===== src/verilog/uart_pkg.sv =====
package uart_pkg;

  // ----------------------------------------------------------------
  // Register map (byte addresses, one word each)
  // ----------------------------------------------------------------
  localparam logic [7:0] CTRL_OFF = 8'h00;  // Control bits
  localparam logic [7:0] BAUD_OFF = 8'h04;  // Oversample divisor
  localparam logic [7:0] STAT_OFF = 8'h08;  // Status, sticky w1c
  localparam logic [7:0] TXD_OFF  = 8'h0C;  // Transmit holding byte
  localparam logic [7:0] RXD_OFF  = 8'h10;  // Receive queue head, pops
  localparam logic [7:0] RTSL_OFF = 8'h14;  // Flow control level

  // ----------------------------------------------------------------
  // Field positions and reset values
  // ----------------------------------------------------------------
  localparam int unsigned STOP_BIT  = 5;        // Port clock stop bit
  localparam int unsigned OVR_BIT   = 4;        // Overrun in status
  localparam int unsigned FERR_BIT  = 5;        // Framing err in status
  localparam int unsigned CTRL_W    = 5;        // Width of ctrl_t
  localparam int unsigned STAT_W    = 12;       // Width of stat_t
  localparam logic [4:0]  CTRL_RST  = 5'h00;    // All functions off
  localparam logic [15:0] BAUD_RST  = 16'h0015; // Near 115200 at 40 MHz
  localparam logic [3:0]  RTSL_RST  = 4'h6;     // Negate request at 6

  // ----------------------------------------------------------------
  // Character and timing counts
  // ----------------------------------------------------------------
  localparam int unsigned DATA_BITS  = 8;     // Bits per character
  localparam logic [3:0]  MID_PHASE  = 4'h7;  // Centre of a bit cell
  localparam logic [3:0]  LAST_PHASE = 4'hF;  // Last of 16 phases
  localparam logic [3:0]  TX_BITS    = 4'h9;  // Data plus stop bit
  localparam logic [2:0]  LAST_DBIT  = 3'h7;  // Index of last data bit
  localparam int unsigned Q_DEPTH    = 8;     // Receive queue words
  localparam int unsigned Q_AW       = 3;     // Queue pointer width
  localparam logic [3:0]  Q_FULL     = 4'h8;  // Count when full

  // ----------------------------------------------------------------
  // Carriers and states
  // ----------------------------------------------------------------
  typedef struct packed {
    logic rts_auto;  // Request follows queue fill
    logic cts_en;    // Wait for clear-to-send
    logic loopback;  // Local loopback
    logic rx_en;     // Receiver on
    logic tx_en;     // Transmitter on
  } ctrl_t;

  typedef struct packed {
    logic [3:0] count;       // Queue fill
    logic       cts;         // Clear-to-send asserted
    logic       stopped;     // Port clock stopped
    logic       frame_err;   // Stop bit seen low
    logic       overrun;     // Character lost, queue full
    logic       rx_full;     // Queue full
    logic       rx_nonempty; // Queue holds data
    logic       hold_full;   // Holding byte waiting
    logic       tx_busy;     // Character on the line
  } stat_t;

  typedef enum logic [1:0] {
    RX_IDLE,
    RX_START,
    RX_DATA,
    RX_STOP
  } rx_state_t;

endpackage : uart_pkg


===== src/verilog/uart_bit_clock.sv =====
`timescale 1ns/1ps
module uart_bit_clock (
  input  wire logic        clk_i,  // System clock
  input  wire logic        rst_i,  // Synchronous reset
  input  wire logic        ce_i,   // Clock enable
  input  wire logic        run_i,  // Port clock running
  input  wire logic [15:0] div_i,  // Cycles per oversample tick, less one
  output logic             tick_o, // Oversample tick, one cycle
  output logic             fall_o  // Serial clock falling edge
);

  // ----------------------------------------------------------------
  // Divider and 16-phase serial clock
  // ----------------------------------------------------------------
  logic [15:0] cnt_reg;    // Divider count
  logic [15:0] cnt_next;   // Next divider count
  logic [3:0]  phase_reg;  // Phase inside a bit cell
  logic [3:0]  phase_next; // Next phase
  logic        tick_next;  // Next tick pulse
  logic        fall_next;  // Next falling edge pulse

  // Serial clock is high for phases 0..7 and falls leaving phase 7;
  // a stopped port clock freezes the phase where it stands
  always_comb begin
    cnt_next   = cnt_reg;
    phase_next = phase_reg;
    tick_next  = 1'b0;
    fall_next  = 1'b0;
    if (run_i) begin
      if (cnt_reg >= div_i) begin
        cnt_next   = 16'h0000;
        tick_next  = 1'b1;
        phase_next = phase_reg + 4'h1;
        fall_next  = (phase_reg == uart_pkg::MID_PHASE);
      end else begin
        cnt_next = cnt_reg + 16'h0001;
      end
    end
  end

  // Register divider state and pulses
  always_ff @(posedge clk_i) begin
    if (rst_i) begin
      cnt_reg   <= 16'h0000;
      phase_reg <= 4'h0;
      tick_o    <= 1'b0;
      fall_o    <= 1'b0;
    end else if (ce_i) begin
      cnt_reg   <= cnt_next;
      phase_reg <= phase_next;
      tick_o    <= tick_next;
      fall_o    <= fall_next;
    end
  end

endmodule : uart_bit_clock


===== src/verilog/uart_serial_port.sv =====
// Functional notes
// - Transmit line high when off, idle, looped
// - Shift out LSB first on clock fall
// - Receive characters assembled LSB first
// - Receive line transition restarts stopped clock
// - Clear-to-send gates start of transmission
// - Request-to-send driven by port logic
// - Request-to-send follows receive queue fill
//
// Our own choices: the register addresses and the Wishbone slave port.
`timescale 1ns/1ps
module uart_serial_port (
  input  wire logic        CLK_I,                       // Clock 40 MHz
  input  wire logic        RESET_I,                     // Sync reset
  input  wire logic        CE_I,                        // Clock enable
  input  wire logic        CYC_I,                       // Bus cycle
  input  wire logic        STB_I,                       // Bus strobe
  input  wire logic        WE_I,                        // Write
  input  wire logic [7:0]  ADR_I,                       // Byte address
  input  wire logic [3:0]  SEL_I,                       // Byte lanes
  input  wire logic [31:0] DAT_I,                       // Write data
  output logic      [31:0] DAT_O,                       // Read data
  output logic             ACK_O,                       // Acknowledge
  input  wire logic        SERIAL_RX_LINE_I,            // Receive pin
  input  wire logic        CLEAR_TO_SEND_INPUT_N_I,     // Clear, low
  output logic             SERIAL_TX_LINE_O,            // Transmit pin
  output logic             REQUEST_TO_SEND_OUTPUT_N_O   // Request, low
);

  // ----------------------------------------------------------------
  // Helpers
  // ----------------------------------------------------------------
  // Merge write data into an old value by byte lane
  function automatic logic [31:0] merge(input logic [31:0] old,
                                        input logic [31:0] wd,
                                        input logic [3:0]  sel);
    logic [31:0] r;
    r = old;
    for (int i = 0; i < 4; i++) begin
      if (sel[i]) r[i*8 +: 8] = wd[i*8 +: 8];
    end
    return r;
  endfunction : merge

  // Word address match, low two bits ignored
  function automatic logic hit(input logic [7:0] a,
                               input logic [7:0] off);
    return a[7:2] == off[7:2];
  endfunction : hit

  // ----------------------------------------------------------------
  // Declarations
  // ----------------------------------------------------------------
  uart_pkg::ctrl_t     ctrl_reg, ctrl_next;     // Control bits
  logic                stop_reg, stop_next;     // Port clock stopped
  logic [15:0]         baud_reg, baud_next;     // Divisor
  logic [3:0]          rtsl_reg, rtsl_next;     // Flow level
  logic                ovr_reg, ovr_next;       // Sticky overrun
  logic                ferr_reg, ferr_next;     // Sticky framing
  logic [31:0]         dat_next;                // Next read data
  logic                ack_next;                // Next acknowledge
  logic [7:0]          hold_reg, hold_next;     // Holding byte
  logic                hfull_reg, hfull_next;   // Holding byte valid
  logic [8:0]          sh_reg, sh_next;         // Transmit shifter
  logic [3:0]          bits_reg, bits_next;     // Bits left to send
  logic                line_reg, line_next;     // Internal tx level
  logic                txp_next;                // Next pin level
  logic                rts_n_next;              // Next request level
  uart_pkg::rx_state_t rx_st_reg, rx_st_next;   // Receiver state
  logic [3:0]          ph_reg, ph_next;         // Receive phase
  logic [2:0]          rbit_reg, rbit_next;     // Data bit index
  logic [7:0]          rsh_reg, rsh_next;       // Receive shifter
  logic                rxp_reg;                 // Previous rx level
  logic [7:0]          q_mem [uart_pkg::Q_DEPTH]; // Receive queue
  logic [2:0]          wp_reg, wp_next;         // Write pointer
  logic [2:0]          rp_reg, rp_next;         // Read pointer
  logic [3:0]          cnt_reg, cnt_next;       // Queue fill
  logic [1:0]          sync_q;                  // Synced rx and cts
  logic                req, take, wr, rd;       // Bus decode
  logic                tick, fall;              // Timing pulses
  logic                rx_s, cts_ok, rx_in;     // Line views
  logic                push, pop, edge_seen;    // Events
  logic                start_ok;                // May start a char
  logic                frame_end;               // Stop bit sampled
  uart_pkg::stat_t     stat;                    // Status view

  // ----------------------------------------------------------------
  // Submodules
  // ----------------------------------------------------------------
  // Pins from the peer pass two flip-flops first
  uart_sync #(.WIDTH(2)) u_sync (
    .clk_i (CLK_I),
    .rst_i (RESET_I),
    .ce_i  (CE_I),
    .d_i   ({CLEAR_TO_SEND_INPUT_N_I, SERIAL_RX_LINE_I}),
    .q_o   (sync_q)
  );

  // Bit timing halts while the port clock is stopped
  uart_bit_clock u_clk (
    .clk_i  (CLK_I),
    .rst_i  (RESET_I),
    .ce_i   (CE_I),
    .run_i  (!stop_reg),
    .div_i  (baud_reg),
    .tick_o (tick),
    .fall_o (fall)
  );

  // ----------------------------------------------------------------
  // Shared decode
  // ----------------------------------------------------------------
  always_comb begin
    rx_s      = sync_q[0];
    cts_ok    = !ctrl_reg.cts_en || !sync_q[1];
    rx_in     = ctrl_reg.loopback ? line_reg : rx_s;
    req       = CYC_I && STB_I;
    take      = req && ACK_O;      // Edge where the master samples ack
    wr        = take && WE_I;
    rd        = take && !WE_I;
    edge_seen = rx_s ^ rxp_reg;    // Reads the second stage only
    frame_end = (rx_st_reg == uart_pkg::RX_STOP) && tick &&
                (ph_reg == uart_pkg::LAST_PHASE);
    push      = frame_end && rx_in && (cnt_reg != uart_pkg::Q_FULL);
    pop       = rd && hit(ADR_I, uart_pkg::RXD_OFF) && SEL_I[0] &&
                (cnt_reg != 4'h0);
    start_ok  = hfull_reg && ctrl_reg.tx_en && cts_ok;
    stat.count       = cnt_reg;
    stat.cts         = !sync_q[1];
    stat.stopped     = stop_reg;
    stat.frame_err   = ferr_reg;
    stat.overrun     = ovr_reg;
    stat.rx_full     = cnt_reg == uart_pkg::Q_FULL;
    stat.rx_nonempty = cnt_reg != 4'h0;
    stat.hold_full   = hfull_reg;
    stat.tx_busy     = bits_reg != 4'h0;
  end

  // ----------------------------------------------------------------
  // Bus slave: ack one cycle after the request, dropped next cycle
  // ----------------------------------------------------------------
  always_comb begin
    ack_next = req && !ACK_O;
    dat_next = DAT_O;
    if (req && !ACK_O) begin
      // Read data snapshot; unmapped words read zero
      dat_next = 32'h0000_0000;
      if (hit(ADR_I, uart_pkg::CTRL_OFF)) begin
        dat_next[uart_pkg::CTRL_W-1:0] = ctrl_reg;
        dat_next[uart_pkg::STOP_BIT]   = stop_reg;
      end else if (hit(ADR_I, uart_pkg::BAUD_OFF)) begin
        dat_next[15:0] = baud_reg;
      end else if (hit(ADR_I, uart_pkg::STAT_OFF)) begin
        dat_next[uart_pkg::STAT_W-1:0] = stat;
      end else if (hit(ADR_I, uart_pkg::RXD_OFF)) begin
        dat_next[7:0] = (cnt_reg != 4'h0) ? q_mem[rp_reg] : 8'h00;
      end else if (hit(ADR_I, uart_pkg::RTSL_OFF)) begin
        dat_next[3:0] = rtsl_reg;
      end
    end
  end

  // ----------------------------------------------------------------
  // Control registers and sticky flags
  // ----------------------------------------------------------------
  always_comb begin
    logic [31:0] m;
    m          = merge(32'h0000_0000, DAT_I, SEL_I);
    ctrl_next  = ctrl_reg;
    stop_next  = stop_reg;
    baud_next  = baud_reg;
    rtsl_next  = rtsl_reg;
    ovr_next   = ovr_reg;
    ferr_next  = ferr_reg;
    if (wr && hit(ADR_I, uart_pkg::CTRL_OFF) && SEL_I[0]) begin
      ctrl_next = m[uart_pkg::CTRL_W-1:0];
      stop_next = m[uart_pkg::STOP_BIT];
    end
    if (wr && hit(ADR_I, uart_pkg::BAUD_OFF)) begin
      baud_next = 16'(merge({16'h0000, baud_reg}, DAT_I, SEL_I));
    end
    if (wr && hit(ADR_I, uart_pkg::RTSL_OFF) && SEL_I[0]) begin
      rtsl_next = m[3:0];
    end
    // Write one to clear; a new event in the same cycle wins
    if (wr && hit(ADR_I, uart_pkg::STAT_OFF) && SEL_I[0]) begin
      if (m[uart_pkg::OVR_BIT]) ovr_next = 1'b0;
      if (m[uart_pkg::FERR_BIT]) ferr_next = 1'b0;
    end
    if (frame_end && rx_in && (cnt_reg == uart_pkg::Q_FULL)) begin
      ovr_next = 1'b1;
    end
    if (frame_end && !rx_in) ferr_next = 1'b1;
    // Activity on the pin wakes the port even against a stop write
    if (stop_reg && edge_seen) stop_next = 1'b0;
  end

  // ----------------------------------------------------------------
  // Transmitter: shifter driven from serial clock falling edges
  // ----------------------------------------------------------------
  always_comb begin
    hold_next  = hold_reg;
    hfull_next = hfull_reg;
    sh_next    = sh_reg;
    bits_next  = bits_reg;
    line_next  = line_reg;
    // A byte written while the holder is full is dropped
    if (wr && hit(ADR_I, uart_pkg::TXD_OFF) && SEL_I[0] && !hfull_reg)
    begin
      hold_next  = DAT_I[7:0];
      hfull_next = 1'b1;
    end
    if (!ctrl_reg.tx_en) begin
      bits_next = 4'h0;            // Disable aborts the character
      line_next = 1'b1;
    end else if (fall) begin
      if (bits_reg != 4'h0) begin
        line_next = sh_reg[0];
        sh_next   = {1'b1, sh_reg[8:1]};
        bits_next = bits_reg - 4'h1;
      end else if (start_ok) begin
        line_next  = 1'b0;         // Start bit
        sh_next    = {1'b1, hold_reg};  // Data then stop bit
        bits_next  = uart_pkg::TX_BITS;
        hfull_next = 1'b0;
      end else begin
        line_next = 1'b1;          // Idle at mark
      end
    end
    // Pin stays at mark when off or looped back
    txp_next = (ctrl_reg.tx_en && !ctrl_reg.loopback) ?
               line_next : 1'b1;
    // Request to send, active low, from port logic alone
    if (ctrl_reg.rts_auto) begin
      rts_n_next = !(ctrl_reg.rx_en && (cnt_reg < rtsl_reg));
    end else begin
      rts_n_next = !(hfull_reg || (bits_reg != 4'h0));
    end
  end

  // ----------------------------------------------------------------
  // Receiver: 16x oversampled, centre sampling
  // ----------------------------------------------------------------
  always_comb begin
    rx_st_next = rx_st_reg;
    ph_next    = ph_reg;
    rbit_next  = rbit_reg;
    rsh_next   = rsh_reg;
    if (!ctrl_reg.rx_en) begin
      rx_st_next = uart_pkg::RX_IDLE;
    end else if (tick) begin
      ph_next = ph_reg + 4'h1;
      case (rx_st_reg)
        uart_pkg::RX_IDLE: begin
          ph_next = 4'h0;
          if (!rx_in) rx_st_next = uart_pkg::RX_START;
        end
        uart_pkg::RX_START: begin
          // Glitch shorter than half a bit is rejected
          if (ph_reg == uart_pkg::MID_PHASE) begin
            ph_next    = 4'h0;
            rbit_next  = 3'h0;
            rx_st_next = rx_in ? uart_pkg::RX_IDLE : uart_pkg::RX_DATA;
          end
        end
        uart_pkg::RX_DATA: begin
          if (ph_reg == uart_pkg::LAST_PHASE) begin
            rsh_next  = {rx_in, rsh_reg[7:1]};
            rbit_next = rbit_reg + 3'h1;
            if (rbit_reg == uart_pkg::LAST_DBIT) begin
              rx_st_next = uart_pkg::RX_STOP;
            end
          end
        end
        uart_pkg::RX_STOP: begin
          if (ph_reg == uart_pkg::LAST_PHASE) begin
            rx_st_next = uart_pkg::RX_IDLE;
          end
        end
        default: rx_st_next = uart_pkg::RX_IDLE;
      endcase
    end
  end

  // ----------------------------------------------------------------
  // Receive queue pointers
  // ----------------------------------------------------------------
  always_comb begin
    wp_next  = push ? wp_reg + 3'h1 : wp_reg;
    rp_next  = pop ? rp_reg + 3'h1 : rp_reg;
    cnt_next = cnt_reg;
    if (push && !pop) cnt_next = cnt_reg + 4'h1;
    if (pop && !push) cnt_next = cnt_reg - 4'h1;
  end

  // Queue storage, no reset needed
  always_ff @(posedge CLK_I) begin
    if (CE_I && push) q_mem[wp_reg] <= rsh_reg;
  end

  // ----------------------------------------------------------------
  // State registers; CE_I low freezes everything
  // ----------------------------------------------------------------
  always_ff @(posedge CLK_I) begin
    if (RESET_I) begin
      ACK_O                      <= 1'b0;
      DAT_O                      <= 32'h0000_0000;
      ctrl_reg                   <= uart_pkg::CTRL_RST;
      stop_reg                   <= 1'b0;
      baud_reg                   <= uart_pkg::BAUD_RST;
      rtsl_reg                   <= uart_pkg::RTSL_RST;
      ovr_reg                    <= 1'b0;
      ferr_reg                   <= 1'b0;
      hold_reg                   <= 8'h00;
      hfull_reg                  <= 1'b0;
      sh_reg                     <= 9'h1FF;
      bits_reg                   <= 4'h0;
      line_reg                   <= 1'b1;
      SERIAL_TX_LINE_O           <= 1'b1;
      REQUEST_TO_SEND_OUTPUT_N_O <= 1'b1;
      rx_st_reg                  <= uart_pkg::RX_IDLE;
      ph_reg                     <= 4'h0;
      rbit_reg                   <= 3'h0;
      rsh_reg                    <= 8'h00;
      rxp_reg                    <= 1'b1;
      wp_reg                     <= 3'h0;
      rp_reg                     <= 3'h0;
      cnt_reg                    <= 4'h0;
    end else if (CE_I) begin
      ACK_O                      <= ack_next;
      DAT_O                      <= dat_next;
      ctrl_reg                   <= ctrl_next;
      stop_reg                   <= stop_next;
      baud_reg                   <= baud_next;
      rtsl_reg                   <= rtsl_next;
      ovr_reg                    <= ovr_next;
      ferr_reg                   <= ferr_next;
      hold_reg                   <= hold_next;
      hfull_reg                  <= hfull_next;
      sh_reg                     <= sh_next;
      bits_reg                   <= bits_next;
      line_reg                   <= line_next;
      SERIAL_TX_LINE_O           <= txp_next;
      REQUEST_TO_SEND_OUTPUT_N_O <= rts_n_next;
      rx_st_reg                  <= rx_st_next;
      ph_reg                     <= ph_next;
      rbit_reg                   <= rbit_next;
      rsh_reg                    <= rsh_next;
      rxp_reg                    <= rx_s;
      wp_reg                     <= wp_next;
      rp_reg                     <= rp_next;
      cnt_reg                    <= cnt_next;
    end
  end

endmodule : uart_serial_port


===== src/verilog/uart_sync.sv =====
`timescale 1ns/1ps
module uart_sync #(
  parameter int unsigned WIDTH = 2  // Number of levels
) (
  input  wire logic             clk_i,  // System clock
  input  wire logic             rst_i,  // Synchronous reset
  input  wire logic             ce_i,   // Clock enable
  input  wire logic [WIDTH-1:0] d_i,    // Asynchronous levels
  output logic      [WIDTH-1:0] q_o     // Synchronised levels
);

  // ----------------------------------------------------------------
  // Two flip-flop synchroniser
  // ----------------------------------------------------------------
  logic [WIDTH-1:0] meta_reg;  // First stage, read only by second
  logic [WIDTH-1:0] meta_next; // Next first stage
  logic [WIDTH-1:0] q_next;    // Next second stage

  // Idle lines are high, so reset to mark
  always_comb begin
    meta_next = ce_i ? d_i : meta_reg;
    q_next    = ce_i ? meta_reg : q_o;
  end

  // Register both stages
  always_ff @(posedge clk_i) begin
    if (rst_i) begin
      meta_reg <= '1;
      q_o      <= '1;
    end else begin
      meta_reg <= meta_next;
      q_o      <= q_next;
    end
  end

endmodule : uart_sync

===== config.mk =====
export PLATFORM = sky130hd
export DESIGN_NAME = uart_serial_port
export DESIGN_NICKNAME = d
export VERILOG_FILES = /design/src/verilog/uart_pkg.sv /design/src/verilog/uart_bit_clock.sv /design/src/verilog/uart_serial_port.sv /design/src/verilog/uart_sync.sv
export SDC_FILE = /design/constraint.sdc
export NUM_CORES = 1
export LEC_CHECK = 0
export BUFFER_PORTS_ARGS = -buffer_cell sky130_fd_sc_hd__buf_2
export CAP_MARGIN = 10
export CORE_UTILIZATION = 45
export DETAILED_ROUTE_END_ITERATION = 8
export GPL_ROUTABILITY_DRIVEN = 0
export GPL_TIMING_DRIVEN = 0
export PLACE_DENSITY = 0.68
export SLEW_MARGIN = 20
export SYNTH_ARGS = -nofsm -noshare
export SYNTH_HDL_FRONTEND = slang
export SYNTH_SLANG_ARGS = --single-unit

===== constraint.sdc =====
create_clock -name CLK_I -period 2.29 [get_ports CLK_I]
set_input_delay 0.229 -clock CLK_I [delete_from_list [all_inputs] [get_ports CLK_I]]
set_output_delay 0.229 -clock CLK_I [all_outputs]
set_load 0.05 [all_outputs]

==> flow_results.org, run 1 <==
** Critical path
- Startpoint class of the critical path :: flop
- In this run the worst path has a maximum fanout of 5.
- Worst r2r dst :: cnt_reg[2]
- Worst path cell trace :: ha_4 -> nand2_4 -> nor3_4 -> nand2_2 -> ha_4 -> xor2_2 -> ha_2 -> a21oi_2 -> xnor2_1 -> nand2_1 -> xor2_1 -> nor2_1
- Arr. time, crit path :: 2.61 ns
- Type of destination of the critical path :: flop
- Following the worst setup path forward leads to its endpoint at cnt_reg[2].
- For the worst flop-to-flop path, the logic depth is 12.
- Worst reg-to-reg setup slack :: 0.05 ns
- Among the stages of the critical path, the cell type that occurs most often is sky130_fd_sc_hd__ha_4.
- CP max stage cell :: sky130_fd_sc_hd__dfxtp_2
- Data required time of the worst path :: 2.66 ns
- Worst Setup SP :: ph_reg[1]
- The worst setup path is of the flop to flop kind.
- CP max stage delay :: 0.38 ns
- R2r startpoint :: ph_reg[1]

** CTS
- The number of clock buffers added by TritonCTS is 17.
- Clock tree synthesis selected as its root buffer the cell sky130_fd_sc_hd__clkbuf_16.
- Maximum clock path buffer count :: 2
- Level count of the clock H-tree :: 4
- Number of clock sinks seen by CTS :: 190
- TritonCTS built the clock tree.
- Hold Buf Count CTS :: 0
- Clk_lat worst skew :: 0.44 ns
- CTS clock-pin slew for the worst setup and hold paths :: 0.08 ns

** Layout
- Fin area :: 10,300 um^2
- Register with the highest flop count :: q_mem
- Leaving out fill and tap cells, the most frequent cells in the layout are sky130_fd_sc_hd__dfxtp_1 (119), sky130_fd_sc_hd__nor2_1 (95), sky130_fd_sc_hd__nand2_1 (79).
- Most frequent standard cell in the layout excluding fill and tap cells :: sky130_fd_sc_hd__dfxtp_1
- Cells with a size suffix above 1 make up 22.4% of the layout.
- The final layout contains 1,013 nets.
- 0 antenna diodes ended up in the layout.
- Area delta synth->final :: 18.8%
- Largest register FFs :: 64

** Global routing
- Total routing resource utilization after global routing :: 21.4%
- The first global-routing pass estimated 32,200 um of wire.
- Antenna violations before repair :: 0
- The number of global-route vias before repair came to 5,993.
- Entering global routing, the biggest net connects 24 pins.
- Overflow left after global routing :: 0

** Flow run
- Number of maximum-capacitance constraint violations :: 0

** STA
- Clock Skew :: 0.0106 ns
- In this run the tightest slew margin relative to its limit is 45.5%.
- Final hold violation count :: 0
- The routed design could run at a clock period as short as 2.24 ns.
- Top achievable clock speed :: 447 MHz
- The total count of max-transition violations in the final report was 0.
- Worst-margin pin slew :: 0.817 ns
- Post-route fraction of the period consumed by the critical path :: 97.8%
- Setup repair after global routing could not meet its margin everywhere.
- Setup violations remaining at the end of the flow were counted as 0.
- Setup total negative slack on the finished layout was measured at 0 ns.

** Synth
- Number of synthesis warnings :: 0
- The synthesized netlist occupies a cell area of 8700 um^2.
- In the synthesized netlist, the number of instances is 830.
- The number of different library cells used by synthesis comes to 69.
- Among all flip-flop cells after synthesis, the most frequent one is sky130_fd_sc_hd__dfxtp_1.
- After synthesis the netlist holds a flip-flop and latch count of 190.
- A synthesized cell averages 10.5 um^2.
- Of all flip-flops after synthesis, the portion carrying an async set or reset was 0%.
- Share of synthesized area occupied by flip-flops and latches :: 51.1%
- Count of flip-flops with a built-in enable after synthesis :: 64

** Floorplanning
- Placeable core region :: 18,800 um^2
- Standard-cell rows :: 50
- For this configuration, the core starts out at a cell density of 46.2%.
- During I/O placement, the number of pins put on the boundary was 87.
- The die is 141 um tall.
- Die width :: 141 um
- Overall die area :: 19,900 um^2

** Drt
- For this block, the routed nets add up to 20,700 um of wire.
- In the routed design, unresolved DRC markers number 0.
- Dividing the detail-routed wire length by the instance count gives 17.2 um.
- Detailed-route via count :: 6,428
- Via-per-instance ratio :: 5.34
- Initial DRC Count :: 435
- Final antenna-violating net count :: 0
- Count of TritonRoute iterations in the first routing pass :: 7

** Power
- Combinational cells account for 5.0% of the total power.
- Power after layout :: 6.95 mW
- In this run switching power makes up 26.5% of total power.
- Internal Pwr Total :: 5.10 mW
- VDD sags by at most 0.000519 V.
- In this run, the clock network consumes 44.9% of the power.
- For this design the total switching power over the nets is 1.84 mW.
- For this design the static power due to leakage is 4.02 nW.
- Power spread over the standard cell area amounts to 673 nW/um^2.
- Per report_power, the sequential group accounts for 50.2% of the total.

** Placement
- Count of input and output buffers :: 48
- Detailed placement HPWL :: 14,500 um
- Summing all placed instances gives a cell area of 9350 um^2.

** Outcome
- The run finished with clean final reports.

** Min path
- Worst min-delay path class :: input port to flop
-- cell type report --
class                           instances  area [um^2]
Fill cell                            1584         8500
Sequential cell                       190         4460
Multi-Input combinational cell        563         3980
Timing Repair Buffer                   69          435
Clock buffer                           17          425
Buffer                                 58          383
Tap cell                              260          325
Clock inverter                         15          204
Inverter                               31          116
-- worst min-delay path by stage --
stage	depth (start not counted)	slack (ns)	to	start
floorplan	2	0.36	u_sync.meta_reg[0]	SERIAL_RX_LINE_I
global placement	2	0.44	DAT_O[12]	DAT_O[12]
detailed placement	2	0.45	DAT_O[12]	DAT_O[12]
CTS	3	0.01	baud_reg[13]	DAT_I[13]
global route	3	0.04	u_sync.meta_reg[1]	CLEAR_TO_SEND_INPUT_N_I
finish	3	0.02	baud_reg[12]	DAT_I[12]
-- power groups by stage --
stage | clock, mW | sequential [mW] | combinational (mW)
2_1_floorplan | 0 | 3.60 | 0.188
3_3_place_gp | 0 | 3.57 | 0.334
3_5_place_dp | 0 | 3.57 | 0.336
4_1_cts | 3.16 | 3.49 | 0.339
5_1_grt | 3.30 | 3.49 | 0.365
6_report | 3.12 | 3.49 | 0.345
-- kinds of logic (layout without fill, tap and decap cells) --
kind of cell	Yosys count	count (layout)	synth area share, %
AOI/OAI and AO/OA	135	135	9.89
xor gates and xnor gates	26	26	2.62
adders and majority gates	31	31	4.46
buffers and inverters	92	190	5.92
DFF	190	190	51.1
muxes	65	65	9.92
other	1	16	0.0431
and+or+nand+nor	290	290	16.1
-- cells in the mapped netlist, drive strengths merged, types with 2 or more instances --
cell,n,area [um^2]
nand2,83,312
nor4,5,67.6
a21o,3,22.5
nand2b,7,43.8
nor3b,5,48.8
a211oi,7,57.6
dfxtp,126,2520
and2,6,37.5
a32oi,2,17.5
mux2i,39,390
a2111oi,2,17.5
o21ai,32,160
o22ai,2,12.5
nor3,19,105
nand3,27,135
o311ai,7,61.3
nand4,8,65.1
and4b,2,20.0
a21oi,46,234
or2,4,25.0
buf,38,285
o211ai,6,45.0
mux4,16,360
nand4b,3,26.3
and3,5,31.3
a221oi,7,61.3
ha,31,388
nor2b,6,37.5
or3,3,18.8
inv,30,113
xor2,19,166
a31oi,4,25.0
a22oi,4,30.0
edfxtp,64,1920
xnor2,7,61.3
mux2,10,113
clkbuf,22,103
a311oi,3,26.3
nor2,103,387
-- metrics by stage --
stage | setup slack, ns | std cells | utilization, % | hold WS, ns
global route | -0.0922 | 1203 | 54.9 | 0.0382
floorplan | -0.0434 | 845 | - | 0.357
CTS | -0.123 | 1194 | 54.0 | 0.0120
global placement | -0.588 | 1153 | 49.6 | 0.443
finish | 0.0512 | 1203 | 54.9 | 0.0220
detailed placement | -0.495 | 1153 | 49.7 | 0.447
-- timing repair --
| action | 4_1_cts | 5_1_grt |
|---|---|---|
| hold endpoints to repair | 0 | 0 |
| resized for setup | 27 | 20 |
| buffers inserted | 11 | 10 |
| pin swaps | 7 | 13 |
| setup endpoints to repair | 81 | 82 |
-- metal layers --
layer,track usage (%),vias to the layer above,routed length (um)
met5,0,-,0
met2,34.1,172,9650
met1,29.5,3088,9730
met4,6.06,0,260
li1,-,3144,-
met3,4.21,24,1090
-- worst max-delay path: cells and delay by family (launching register included) --
family / cells / cell delay, ns
AND/OR/NAND/NOR: 5 / 0.67
adder cells (fa/ha/maj): 3 / 0.55
XOR/XNOR: 3 / 0.46
flip-flops: 1 / 0.38
AO/OA/AOI/OAI: 1 / 0.11
(Power assumes the default switching activity.)
==> run 2, diff against run 1 <==
--- a/config.mk
+++ b/config.mk
@@ -17,2 +17,3 @@
 export SYNTH_HDL_FRONTEND = slang
+export SYNTH_HIERARCHICAL = 1
 export SYNTH_SLANG_ARGS = --single-unit
--- a/constraint.sdc
+++ b/constraint.sdc
@@ -3,2 +3,2 @@
 set_output_delay 0.229 -clock CLK_I [all_outputs]
-set_load 0.05 [all_outputs]
+set_load 0.01 [all_outputs]
==> flow_results.org, run 2 <==
** Placement
- Detailed placement HPWL :: 15,000 um
- Number of cells in the design after placement :: 1,160
- Input and output buffers added on the ports amount to 49.
- Before CTS, the worst setup slack after placement is -0.600 ns.

** STA
- Setup slack of the critical path after layout :: -0.144 ns
- For the finished layout, the period the worst path requires is 2.43 ns.
- Final Max Tran Viols :: 0
- Across the routed clock network, the largest skew measured is 0.00911 ns.
- Based on the critical path, the design can be clocked at up to 411 MHz.
- RSZ-0062 raised after global routing :: yes
- At the pin with the least slew margin, the transition time is 1.04 ns.
- Setup violators final :: 2
- Rel. slew slack :: 29.8%
- The number of failing hold endpoints at the final stage was 0.
- Of the available clock period, the critical path in the final layout requires 106%.

** Power
- Clock Power Share :: 45.9%
- Power per cell area :: 660 nW/um^2
- Sequential share of power :: 50.1%
- The analysis attributes to net switching a power of 1.54 mW.
- Net switching is 22.1% of the power.
- Leakage dissipation :: 4.02 nW
- The internal portion of the total power is 5.42 mW.
- Share of total power in combinational logic :: 4.0%
- Across the VDD grid, the largest voltage drop is 0.000560 V.

** Outcome
- The run finished, with violations left.
- The final reports fail on setup timing.

** Critical path
- Arr. time, crit path :: 2.74 ns
- Data on the critical path is required at its endpoint by 2.60 ns.
- In this run the worst path has a maximum fanout of 10.
- Startpoint class of the critical path :: flop
- The worst setup path is captured at a flop.
- Worst setup path class :: flop to flop

** Layout
- Most frequent standard cell in the layout excluding fill and tap cells :: sky130_fd_sc_hd__dfxtp_1
- The register with the most flip-flops in the layout has 64 of them.
- Final non-filler cell total :: 1,212
- For this run, the post-layout net count is 1,021.
- In the final layout, the share of cells above drive strength 1 is 22.5%.
- Leaving out fill and tap cells, the most frequent cells in the layout are sky130_fd_sc_hd__dfxtp_1 (117), sky130_fd_sc_hd__nor2_1 (96), sky130_fd_sc_hd__nand2_1 (66).
- Register with the highest flop count :: q_mem
- Area delta synth->final :: 20.1%
- Number of diodes added for antenna fixing :: 0

** Synth
- Number of synthesized register bits :: 190
- In this run the biggest area consumer among cell types represents 28.8% of the synthesized area.
- Counting every instance in the synthesized netlist gives 836.
- Avg Cell Area, Syn :: 10.5 um^2
- Sorting the synthesized cells by area gives the leading types as sky130_fd_sc_hd__dfxtp_1 (29%), sky130_fd_sc_hd__edfxtp_1 (22%), sky130_fd_sc_hd__mux2i_1 (5.1%).
- Most instantiated cells after synthesis :: sky130_fd_sc_hd__dfxtp_1 (126), sky130_fd_sc_hd__nor2_1 (111), sky130_fd_sc_hd__nand2_1 (67)
- Share of synthesized area occupied by flip-flops and latches :: 50.7%
- After synthesis the cells add up to 8770 um^2.
- Top_reg_cell synth :: sky130_fd_sc_hd__dfxtp_1
- In the synthesized netlist the async set-or-reset flop fraction comes to 0%.
- The Yosys step of the flow raised 6 warnings.
- Count of flip-flops with a built-in enable after synthesis :: 64
- Most used standard cell by instance count after synthesis :: sky130_fd_sc_hd__dfxtp_1
- Library cells used by synthesis :: 76
- Cell taking the most area after synthesis :: sky130_fd_sc_hd__dfxtp_1

** Flow run
- Max-cap violations in this run came to 0.

** Drt
- The detail route stage leaves a number of antenna-violating nets equal to 0.
- Routed length per placed instance :: 17.9 um
- The final route contains 6,631 vias.
- Remaining design rule violation count :: 0
- Summed over all layers, the routed wires come to 21,700 um.
- Via-per-instance ratio :: 5.47
- Count of TritonRoute iterations in the first routing pass :: 5
- The first routing iteration left 499 violations.

** Floorplanning
- The die covers 20,100 um^2.
- Die span in y :: 142 um
- Standard-cell rows :: 50
- In this run the standard cell core region covers 18,900 um^2.
- The initial utilization of the core area, before any placement, comes to 46.4%.
- 87 I/O pins were placed.
- Die width :: 142 um

** CTS
- CTS built an H-tree with a depth of 4.
- TritonCTS clock tree :: done
- Number of clock sinks seen by CTS :: 190
- CTS placed an instance of sky130_fd_sc_hd__clkbuf_16 at the clock tree root.
- Maximum clock path buffer count :: 2
- The number of clock buffers added by TritonCTS is 17.
- Clock-pin slew was measured on the worst setup and hold paths at 0.07 ns.
- The clock reaches the later pin of the worst-skew pair after 0.45 ns.

** Global routing
- Entering global routing, the biggest net connects 18 pins.
- The number of antenna violations at the first check in global routing came to 0.
- After global routing the overflow that remains totals 0.
- The first global-routing pass estimated 33,400 um of wire.
- The number of global-route vias before repair came to 6,245.
- Total routing resource utilization after global routing :: 22.2%

** Min path
- Worst min-delay path class :: input port to flop
[run 2: changes by cell type after synthesis, moves of 8 or more]
| cell | change |
|---|---|
| sky130_fd_sc_hd__nand2_1 | -16 |
| sky130_fd_sc_hd__nand3_1 | +11 |
| sky130_fd_sc_hd__nor2_1 | +8 |
| sky130_fd_sc_hd__o21ai_0 | -23 |
| sky130_fd_sc_hd__mux2_2 | -8 |
| sky130_fd_sc_hd__a21o_1 | +9 |
[run 2: final timing paths]
path / from / to / slack [ns] / cells past startpoint
max reg2reg: rx_st_reg[0] / cnt_reg[2] / -0.14 / 11
min: DAT_I[14] / baud_reg[14] / 0.02 / 3
min reg2reg: DAT_O[14] / DAT_O[14] / 0.45 / 2
max: rx_st_reg[0] / cnt_reg[2] / -0.14 / 11
[run 2: repair_timing]
action,in CTS,in global routing
cloned,0,1
hold buffers,2,0
setup buffers,11,8
pin swaps,12,23
gates resized for setup,27,35
endpoints found under the setup margin,84,88
endpoints found under the hold margin,2,0
[run 2: cell type report]
cell class,instances,area [um^2]
flip-flops and latches,190,4460
clock inverters,14,204
fillers,1638,8350
repair buffers,71,487
clock buffers,18,429
plain buffers,52,325
inverters,37,139
multi-input cells,570,4170
well taps,260,325
[run 2: routing by layer]
| metal | wire (um) | vias to the layer above | track usage [%] |
|---|---|---|---|
| li1 | - | 3188 | - |
| met1 | 9170 | 3208 | 27.2 |
| met2 | 10800 | 192 | 37.8 |
| met3 | 1090 | 43 | 4.32 |
| met4 | 641 | 0 | 10.2 |
| met5 | 0 | - | 0 |
[run 2: stage by stage]
| stage | utilization [%] | hold slack, ns | setup TNS (ns) | total power, mW | area, um^2 |
|---|---|---|---|---|---|
| 6_report | 55.8 | 0.0154 | -0.219 | 6.96 | 10500 |
| 3_5_place_dp | 50.1 | 0.439 | -37.20 | 3.81 | 9460 |
| 2_1_floorplan | - | 0.298 | -0.321 | 3.70 | 8890 |
| 3_3_place_gp | 50.1 | 0.439 | -34.46 | 3.81 | 9460 |
| 5_1_grt | 55.8 | 0.0223 | -1.61 | 7.15 | 10500 |
| 4_1_cts | 54.6 | 0.00744 | -7.90 | 6.98 | 10300 |
[run 2: cell families (layout without fill, tap and decap cells)]
logic type,Yosys count,after routing,synth area share (%)
AND/OR/NAND/NOR,311,311,17.6
flip-flops,190,190,50.7
AO/OA/AOI/OAI,125,125,10.4
buffers and inverters,91,192,5.15
multiplexers,62,62,9.24
adder cells (fa/ha/maj),30,30,4.28
XOR/XNOR,26,26,2.60
other,1,16,0.0427
[run 2: worst max-delay path, cell delays in order, from the launching register on]
cell and delay (ns):
sky130_fd_sc_hd__dfxtp_1 0.37, sky130_fd_sc_hd__clkbuf_4 0.23, sky130_fd_sc_hd__nand2_1 0.10, sky130_fd_sc_hd__or4_4 0.58, sky130_fd_sc_hd__ha_4 0.19, sky130_fd_sc_hd__xor2_1 0.14
sky130_fd_sc_hd__ha_2 0.18, sky130_fd_sc_hd__a21oi_2 0.11, sky130_fd_sc_hd__xnor2_1 0.14, sky130_fd_sc_hd__nand2_1 0.09, sky130_fd_sc_hd__xor2_1 0.14, sky130_fd_sc_hd__nor2_1 0.05
[run 2: power by group through the flow]
stage / Combinational, mW / Sequential (mW) / Clock (mW)
final: 0.277 / 3.49 / 3.19
after global placement: 0.250 / 3.56 / 0
after global routing: 0.298 / 3.49 / 3.37
after detailed placement: 0.252 / 3.56 / 0
after floorplan: 0.143 / 3.56 / 0
after CTS: 0.257 / 3.49 / 3.24
